--- src/verilog/ivam_defs.vh ---
// constants for the interrupt vector address map
// assumes word-addressed program memory, 17-bit program counter
`ifndef IVAM_DEFS_VH
`define IVAM_DEFS_VH

// widths
`define IVAM_PC_W          17
`define IVAM_NUM_W         5
`define IVAM_IRQ_N         30

// fixed addresses and vector numbers
`define IVAM_RESET_ADDR    17'h00000
`define IVAM_RESET_VEC     5'h01
`define IVAM_FIRST_IRQ_VEC 5'h02
`define IVAM_NO_VEC        5'h00

// fuse polarity (fuse programmed reads as zero)
`define IVAM_FUSE_PROG     1'b0

// request bit positions, bit k serves vector k+2
`define IVAM_B_EXT_IRQ_0        0
`define IVAM_B_EXT_IRQ_1        1
`define IVAM_B_EXT_IRQ_2        2
`define IVAM_B_PIN_CHANGE_IRQ_0 3
`define IVAM_B_PIN_CHANGE_IRQ_3 6
`define IVAM_B_WATCHDOG_TIMEOUT 7
`define IVAM_B_TC2_MATCH_A      8
`define IVAM_B_TC1_CAPTURE      11
`define IVAM_B_TC0_MATCH_A      15
`define IVAM_B_TC0_OVERFLOW     17
`define IVAM_B_SERIAL_PERIPH    18
`define IVAM_B_SERIAL0_RX_DONE  19
`define IVAM_B_ANALOG_COMP      22
`define IVAM_B_PROGRAM_STORE    26
`define IVAM_B_SERIAL1_RX_DONE  27
`define IVAM_B_SERIAL1_TX_DONE  29

`endif

--- src/verilog/ivam_top.v ---
// reset and interrupt vector address generator for the core's pc load
// assumes the core pulses int_accept_i only while irq_pending_o is high,
// and that fuse, select bit and boot address are steady levels;
// run-time reset sources are requests, and rst_i alone also yields a reset load;
// boot_reset_addr_i carries the boot section start chosen outside this block
`timescale 1ns/100ps
`default_nettype none
`include "ivam_defs.vh"

// How it works
// Every reset source, pin, power-on, brown-out, watchdog or debug, restarts at word 0.
// External requests 0, 1 and 2 map to words 2, 4 and 6.
// Pin-change groups 0 to 3 map to words 8, A, C and E.
// The watchdog time-out request maps to word 10 as vector nine.
// Timer 2 match A, match B and overflow map to words 12, 14 and 16.
// Timer 1 capture, match A, match B and overflow map to words 18, 1A, 1C and 1E.
// Timer 0 match A, match B and overflow map to words 20, 22 and 24.
// The serial peripheral transfer-done request maps to word 26 as vector twenty.
// Serial port 0 receive, transmit-empty and transmit-done map to words 28, 2A and 2C.
// Comparator, converter, data memory ready, two-wire and store ready map to 2E through 36.
// Serial port 1 receive, transmit-empty and transmit-done map to words 38, 3A and 3C.
// A programmed boot-reset fuse sends every reset to the boot loader entry instead of 0.
// With the select bit set every interrupt vector is offset by the boot section start.
// Reset address follows the fuse and the vector base follows the select bit, independently.
// Vector words get no special handling; only an accepted request loads one into the pc.
// An accepted interrupt loads base plus twice the vector number, less two.
module ivam_top (
    // clock and reset
    input  wire                    clk_i,
    input  wire                    rst_i,
    // reset sources seen while running, one bit per source
    input  wire                    ext_pin_reset_i,
    input  wire                    power_on_reset_i,
    input  wire                    brown_out_reset_i,
    input  wire                    watchdog_reset_i,
    input  wire                    debug_reset_i,
    // placement controls
    input  wire                    boot_reset_fuse_i,
    input  wire                    vector_select_bit_i,
    input  wire [`IVAM_PC_W-1:0]   boot_reset_addr_i,
    // peripheral requests, bit k for vector k+2
    input  wire [`IVAM_IRQ_N-1:0]  irq_req_i,
    // core handshake
    input  wire                    int_accept_i,
    output wire                    irq_pending_o,
    output wire [`IVAM_NUM_W-1:0]  irq_vec_num_o,
    // pc load to the core
    output wire                    pc_load_o,
    output wire                    pc_is_reset_o,
    output wire [`IVAM_PC_W-1:0]   pc_addr_o
);
    // two states: the first edge after release, then running
    localparam ST_RESET = 1'b0;
    localparam ST_RUN   = 1'b1;

    // registers and their next values
    reg                   state_reg;
    reg                   state_next;
    reg                   fuse_reg;
    reg                   fuse_next;
    reg                   pending_reg;
    reg [`IVAM_NUM_W-1:0] num_reg;
    reg                   load_reg;
    reg                   load_next;
    reg                   is_reset_reg;
    reg                   is_reset_next;
    reg [`IVAM_PC_W-1:0]  addr_reg;
    reg [`IVAM_PC_W-1:0]  addr_next;

    // internal nets
    wire                   enc_any;
    wire [`IVAM_NUM_W-1:0] enc_num;
    wire                   any_reset_req;
    wire [`IVAM_PC_W-1:0]  reset_addr;
    wire [`IVAM_PC_W-1:0]  vec_base;
    wire                   take_entry;
    wire [`IVAM_PC_W-1:0]  entry_addr;

    // two words per vector, counted from vector one at the base
    function [`IVAM_PC_W-1:0] vec_addr;
        input [`IVAM_PC_W-1:0]  base;
        input [`IVAM_NUM_W-1:0] num;
        reg   [`IVAM_NUM_W-1:0] idx;
        begin
            idx      = num - `IVAM_RESET_VEC;
            vec_addr = base + {{(`IVAM_PC_W-`IVAM_NUM_W-1){1'b0}}, idx, 1'b0};
        end
    endfunction

    // one place decides the reset entry, for release and for run-time sources
    function [`IVAM_PC_W-1:0] reset_target;
        input                   fuse;
        input [`IVAM_PC_W-1:0]  boot;
        begin
            if (fuse == `IVAM_FUSE_PROG) begin
                reset_target = boot;
            end else begin
                reset_target = `IVAM_RESET_ADDR;
            end
        end
    endfunction

    // fixed bit order gives the whole table R02..R11
    ivam_vec_enc u_enc (
        .req_i (irq_req_i),
        .any_o (enc_any),
        .num_o (enc_num)
    );

    // all running reset sources share one entry
    assign any_reset_req = ext_pin_reset_i | power_on_reset_i | brown_out_reset_i
                         | watchdog_reset_i | debug_reset_i;

    // fuse value is the one caught after reset release, not the live pin
    assign reset_addr = reset_target(fuse_reg, boot_reset_addr_i);

    // select bit may change at run time, so it is used live
    assign vec_base = vector_select_bit_i ? boot_reset_addr_i
                                          : `IVAM_RESET_ADDR;

    // an accept counts only with a vector pending and no reset source
    assign take_entry = int_accept_i & pending_reg & ~any_reset_req;

    // taken from the registered vector number, so the address always
    // matches what irq_vec_num_o showed at the accept edge
    assign entry_addr = vec_addr(vec_base, num_reg);

    // state and fuse capture
    always @* begin
        state_next = state_reg;
        fuse_next  = fuse_reg;
        case (state_reg)
            ST_RESET: begin
                // strap sampled on the first edge after release
                fuse_next  = boot_reset_fuse_i;
                state_next = ST_RUN;
            end
            ST_RUN: begin
                // stays here until rst_i is raised again
                state_next = ST_RUN;
            end
            default: begin
                // unused code falls back to the reset entry
                state_next = ST_RESET;
            end
        endcase
    end

    // pc-load decision: release first, then reset sources, then entries
    always @* begin
        load_next     = 1'b0;
        is_reset_next = 1'b0;
        addr_next     = addr_reg;
        case (state_reg)
            ST_RESET: begin
                // the fuse pin is still live here, fuse_reg catches it now
                load_next     = 1'b1;
                is_reset_next = 1'b1;
                addr_next     = reset_target(boot_reset_fuse_i, boot_reset_addr_i);
            end
            ST_RUN: begin
                if (any_reset_req) begin
                    // reset wins over any interrupt entry in the same cycle
                    load_next     = 1'b1;
                    is_reset_next = 1'b1;
                    addr_next     = reset_addr;
                end else if (take_entry) begin
                    // only an accepted request touches the pc
                    load_next = 1'b1;
                    addr_next = entry_addr;
                end
            end
            default: begin
                // unused code gives no load
                load_next = 1'b0;
            end
        endcase
    end

    // control state
    always @(posedge clk_i or posedge rst_i) begin
        if (rst_i) begin
            state_reg <= ST_RESET;
            fuse_reg  <= 1'b1;
        end else begin
            state_reg <= state_next;
            fuse_reg  <= fuse_next;
        end
    end

    // pending/num follow the requests one cycle late
    always @(posedge clk_i or posedge rst_i) begin
        if (rst_i) begin
            pending_reg <= 1'b0;
            num_reg     <= `IVAM_NO_VEC;
        end else begin
            pending_reg <= enc_any;
            num_reg     <= enc_num;
        end
    end

    // pc load pulse, kind and address
    always @(posedge clk_i or posedge rst_i) begin
        if (rst_i) begin
            load_reg     <= 1'b0;
            is_reset_reg <= 1'b0;
            addr_reg     <= `IVAM_RESET_ADDR;
        end else begin
            load_reg     <= load_next;
            is_reset_reg <= is_reset_next;
            addr_reg     <= addr_next;
        end
    end

    // outputs straight from the registers
    assign irq_pending_o = pending_reg;
    assign irq_vec_num_o = num_reg;
    assign pc_load_o     = load_reg;
    assign pc_is_reset_o = is_reset_reg;
    assign pc_addr_o     = addr_reg;
endmodule
`default_nettype wire

--- src/verilog/ivam_vec_enc.v ---
// request-to-vector encoder: lowest pending bit gives the vector number
// assumes requests are levels synchronous to the core clock
`timescale 1ns/100ps
`default_nettype none
`include "ivam_defs.vh"

module ivam_vec_enc (
    // requests, bit k for vector k+2
    input  wire [`IVAM_IRQ_N-1:0] req_i,
    // encoded result
    output reg                    any_o,
    output reg  [`IVAM_NUM_W-1:0] num_o
);
    integer k;

    // scan from the top so the lowest index is written last and wins
    always @* begin
        any_o = 1'b0;
        num_o = `IVAM_NO_VEC;
        for (k = `IVAM_IRQ_N - 1; k >= 0; k = k - 1) begin
            if (req_i[k]) begin
                any_o = 1'b1;
                num_o = k[`IVAM_NUM_W-1:0] + `IVAM_FIRST_IRQ_VEC;
            end
        end
    end
endmodule
`default_nettype wire

--- config.mk ---
export PLATFORM = sky130hd
export DESIGN_NAME = ivam_top
export DESIGN_NICKNAME = d
export VERILOG_FILES = /design/src/verilog/ivam_top.v /design/src/verilog/ivam_vec_enc.v
export VERILOG_INCLUDE_DIRS = /design/src /design/src/verilog
export SDC_FILE = /design/constraint.sdc
export NUM_CORES = 1
export LEC_CHECK = 0
export BUFFER_PORTS_ARGS = -buffer_cell sky130_fd_sc_hd__buf_2
export CAP_MARGIN = 10
export CORE_UTILIZATION = 49
export DETAILED_ROUTE_END_ITERATION = 8
export PLACE_DENSITY = 0.8
export SYNTH_ARGS = -nofsm -noshare
export SYNTH_HDL_FRONTEND = slang
export SYNTH_SLANG_ARGS = --single-unit
--- constraint.sdc ---
create_clock -name clk_i -period 2.7 [get_ports clk_i]
set_clock_uncertainty 0.15 [all_clocks]
set_input_delay 0.54 -clock clk_i [delete_from_list [all_inputs] [get_ports clk_i]]
set_output_delay 0.54 -clock clk_i [all_outputs]
set_load 0.01 [all_outputs]
# --- Word-level counts from Yosys, hierarchy flattened ---
# Index checks and enable logic that the tools add are counted.
classes:
  addsub: 2
  mul: 0
  div: 0
  magnitude_cmp: 0
  eq_ne: 1
  shifts: 0
  mux: 71
  bitwise: 8
  reduce_logical: 0
ops:
  columns: ["cell", "count"]
  rows:
  - ["two-way mux 5 bit", 30]
  - ["two-way mux 17 bit", 5]
  - ["one-hot mux 17 bit (2 select lines)", 1]
  - ["two-way mux 1 bit", 33]
  - ["adder 17 x 6 -> 17 bit", 1]
  - ["subtractor 5 x 1 -> 5 bit, second input constant", 1]
  - ["bitwise OR 1 bit", 4]
  - ["one-hot mux 1 bit (2 select lines)", 2]
  - ["!= test 3 x 1 -> 1 bit, second input constant", 1]
  - ["AND 1 bit", 2]
  - ["NOT 1 bit", 2]
word_totals:
  ff_bits: 27
  latch_bits: 0
  ram_bits: 0
  romBits: 0
  input_bits: 57
  out_inout_bits: 25
  elab_cells: 89
  mem_count: 0

# --- Depth between registers and ports, before layout ---
depth:
  word_depth: 30
  depth_mapped: 10
  depth_no_buf: 10

# --- Modules after synthesis ---
# A second synthesis with hierarchy kept.
unflattened:
  hier_cells: 282
  area_unflattened_um2: 2244.7
by_module_without_submodules:
  columns: ["module", "instances", "cells_each", "area_per_inst_um2", "seq_area_each_um2"]
  rows:
  - ["ivam_top", 1, 217, 1863.0, 676.9]
  - ["ivam_vec_enc", 1, 65, 381.6, 0.0]

# --- Worst setup path after synthesis ---
# Ideal clock, no wire load.
synth_timing:
  kind: "input to register"
  startpoint: "input port vector_select_bit_i"
  endpoint: "register addr_reg[10], in the netlist pc_addr_o[10]"
  t_arrival_ns: 2.403
  required_time_ns: 2.468
  path_slack_ns: 0.065
  cell_stages: 9
  n_path_buf: 2
  cell_sequence: "buf_4 -> clkbuf_1 -> and2_1 -> ha_1 -> a211oi_1 -> nor2_1 -> o31ai_2 -> o311ai_0 -> a31oi_1"
synth_between:
  elab_chain_cells: 5
synth_lines:
  columns: ["element", "line", "rtl"]
  rows:
  - ["from (decl)", "ivam_top.v:39", "input wire vector_select_bit_i,"]
  - ["two-way mux 17 bit (no line)", null, null]
  - ["adder 17 x 6 -> 17 bit", "ivam_top.v:86", "vec_addr = base + {{(`IVAM_PC_W-`IVAM_NUM_W-1){1'b0}}, idx, 1'b0};"]
  - ["two-way mux 17 bit", "ivam_top.v:167", "end else if (take_entry) begin"]
  - ["two-way mux 17 bit", "ivam_top.v:162", "if (any_reset_req) begin"]
  - ["one-hot mux 17 bit (2 select lines)", "ivam_top.v:154", "case (state_reg)"]
  - ["to (signal assigned)", "ivam_top.v:207", "addr_reg <= `IVAM_RESET_ADDR;"]
  - ["to (signal assigned)", "ivam_top.v:211", "addr_reg <= addr_next;"]
  - ["to (decl)", "ivam_top.v:67", "reg [`IVAM_PC_W-1:0] addr_reg;"]
# No other way between the ends. The select of a mux whose other input is x is not followed.
# A chain may end at the register's enable or synchronous reset.

# --- Worst setup path in the final report ---
layout_timing:
  startpoint: "register num_reg[1], in the netlist irq_vec_num_o[1]"
  endpoint: "register addr_reg[10], in the netlist pc_addr_o[10]"
layout_between:
  elab_chain_cells: 5
layout_lines:
  columns: ["element", "line", "rtl"]
  rows:
  - ["from (decl)", "ivam_top.v:62", "reg [`IVAM_NUM_W-1:0] num_reg;"]
  - ["from (signal assigned)", "ivam_top.v:195", "num_reg <= `IVAM_NO_VEC;"]
  - ["from (signal assigned)", "ivam_top.v:198", "num_reg <= enc_num;"]
  - ["subtractor 5 x 1 -> 5 bit (no line)", null, null]
  - ["adder 17 x 6 -> 17 bit", "ivam_top.v:86", null]
  - ["two-way mux 17 bit", "ivam_top.v:167", null]
  - ["two-way mux 17 bit", "ivam_top.v:162", null]
  - ["one-hot mux 17 bit (2 select lines)", "ivam_top.v:154", null]
# No other way between the ends. The select of a mux whose other input is x is not followed.

==> impl_results.md <==
- Status: finished clean
- Die Footprint: 4530 µm²
- Row count: 23
- Yosys warns: 0
- CTS tree: built
- Placeable core area: 4060 µm²
- Post-synthesis cell area: 2090 µm²
- Crit path time final: 2.57 ns
- WS Path Type: reg2reg
- Syn nets: 318
- CTS Sinks: 27
- Worst Max-Slew Pin Slew: 0.549 ns
- Worst Hold Class: in2async
- Placed cell count: 387
- # DRC: 0
- Router iterations before antenna repair: 4
- Rel. slew slack: 0.631
- Die W: 67.3 µm
- GP Congestion: 0.896
- Worst R2R Start: irq_vec_num_o[1]
- CTS H-tree lvls: 1
- Crit-path max FO: 10
- Total gr overflow: 0
- Max reg flops: 17
- P&R area growth vs syn: 28.6%
- Post-synthesis cell type count: 53
- Setup TNS: 0 ns
- TritonCTS buffer count: 3
- Sequential fraction of the synthesis area: 0.324
- Final worst slack: 0.131 ns
- DR WL/cell: 14.1 µm
- Initial Utilization: 0.515
- Crit-path cells: inv_1 -> ha_4 -> nor3b_4 -> xor2_1 -> ha_2 -> nor2_1 -> nor2_1 -> o31ai_4 -> or4_1 -> a31oi_1
- Post-synth ARST share: 1.00
- 1st-iter DRT viols: 157
- Final nets: 408
- Vias in the first global route: 2127
- Tot Pwr: 0.981 mW
- CP max stage delay: 0.48 ns
- Util after Layout: 0.662
- Hpwl dp: 4300 µm
- Worst vdd ir: 0.000234 V
- P_leak: 1.26 nW
- PortBufs: 81
- Via count: 2287
- Ratio of cells with drive above 1 in the final layout: 0.318
- Kind of start point of the critical path: flip-flop
- Most used cell, CP: nor2_1
- Worst EP required: 2.75 ns
- Number of synthesized flops with an enable pin: 0
- Post-Synthesis Cells: 254
- Place WS: -0.0387 ns
- Clk root buf: clkbuf_8
- Most common cell in the netlist: dfrtp_1
- Ys flop type: dfrtp_1
- Fmax: 389 MHz
- Worst path slowest cell: or4_1
- CTS Buffer Depth: 2
- Placed cell areas: 2590 µm²
- Final wirelength: 5560 µm
- # setup viols final: 0
- Via/cell ratio: 5.82
- Max-slew violations: 0
- Reg clk slew, reported paths: 0.10 ns
- # Max-Cap Violations: 0
- Post-synth top cells: dfrtp_1, nor2_1, nand2_1
- Crit end category: flip-flop
- Post-Layout Cell Count: 393
- Crit path from: irq_vec_num_o[1]
- GRT Overall Usage: 0.254
- Final Hold Viols: 0
- N_diodes: 0
- Ranking of synthesized cells by area: dfrtp_1, nor2_1, a21oi_1, ha_1, nand2_1
- Worst hold margin: 0.159 ns
- Global-route wire length before repair: 9010 µm
- Worst-Skew Late Latency: 0.27 ns
- Tcrit/Tclk final: 0.951
- Syn Area/Cell: 8.22 µm²
- Routed Antenna Nets: 0
- Initial antenna violation count: 0
- IO Pins: 82
- PwrDens: 365 nW/µm²
- Largest net degree at the start of global routing: 28
- # hold bufs at CTS: 0
- Synth top area share: 0.312
- Largest area contributor in the netlist: dfrtp_1
- Seq cells post-synth: 27
- Post-route cell area: 2690 µm²
- Critical path arrival: 2.61 ns
- Die H: 67.3 µm
worst max-delay path: cells and delay by family (launching register included):
family / cells / cell delay, ns
simple gates: 4 / 0.89
flops: 1 / 0.41
buf+inv: 1 / 0.10
compound gates: 2 / 0.34
xor+xnor: 1 / 0.09
fa+ha+maj: 2 / 0.50
power by group:
| part | total [mW] | switching (mW) | internal [mW] |
|---|---|---|---|
| registers | 0.447 | 0.0154 | 0.432 |
| logic | 0.295 | 0.165 | 0.131 |
| clock network | 0.238 | 0.132 | 0.106 |
logic make-up (layout without fill, tap and decap cells):
kind of cell | Yosys count | count (layout) | share of synthesized area
compound gates | 80 | 80 | 0.257
flops | 27 | 27 | 0.324
other cells | 1 | 1 | 0.00180
buf+inv | 21 | 110 | 0.0407
mux | 5 | 5 | 0.0240
simple gates | 107 | 107 | 0.282
xor+xnor | 6 | 6 | 0.0252
fa+ha+maj | 7 | 7 | 0.0455
timing repair:
action,4_1_cts,5_1_grt
setup buffers,0,3
pin swaps,0,4
gates resized for setup,1,6
endpoints found under the setup margin,2,8
routing by layer:
layer / part of all wire / vias to the layer above / wire length (µm) / global-route usage
met2: 0.48 / 73 / 2650 / 0.440
met1: 0.47 / 1064 / 2600 / 0.334
met5: 0 / - / 0 / 0
met3: 0.044 / 6 / 246 / 0.0220
li1: - / 1144 / - / -
met4: 0.011 / 0 / 59 / 0.0745
cell type report:
| class | count | area, µm² |
|---|---|---|
| timing repair buffer | 92 | 488 |
| clock buffer | 4 | 45.0 |
| multi-input combinational | 206 | 1360 |
| inverter | 14 | 52.6 |
| fill | 344 | 1370 |
| tap | 50 | 62.6 |
| sequential | 27 | 677 |
final timing paths:
kind	cells past startpoint	to	slack, ns
worst max-delay path	10	pc_addr_o[10]	0.13
worst min-delay path	3	pc_addr_o[12]	0.16
worst max register to register	10	pc_addr_o[10]	0.13
worst min register to register	1	pc_addr_o[6]	0.38
max in group asynchronous	3	fuse_reg	1.95
min in group clk_i	2	irq_vec_num_o[0]	0.29
cell usage in the layout (no fill, tap or decap), types with 3 or more instances in the layout:
master / instances
buf_4: 11
xor2_1: 4
clkbuf_8: 3
o21ai_1: 10
and2_1: 8
a21o_1: 3
or4_1: 5
o311ai_0: 5
mux2i_1: 5
dfrtp_1: 26
o21ai_0: 8
inv_1: 12
o211ai_1: 3
a21oi_1: 16
nor4_1: 6
a211oi_1: 3
nand3_1: 13
nand4_1: 5
nor2b_1: 10
buf_2: 81
nor2_1: 24
o21bai_1: 3
a31oi_1: 6
nand2_1: 18
ha_1: 4
o22ai_1: 6
nor3_1: 5
No activity file was read; power rests on OpenSTA's default activity.
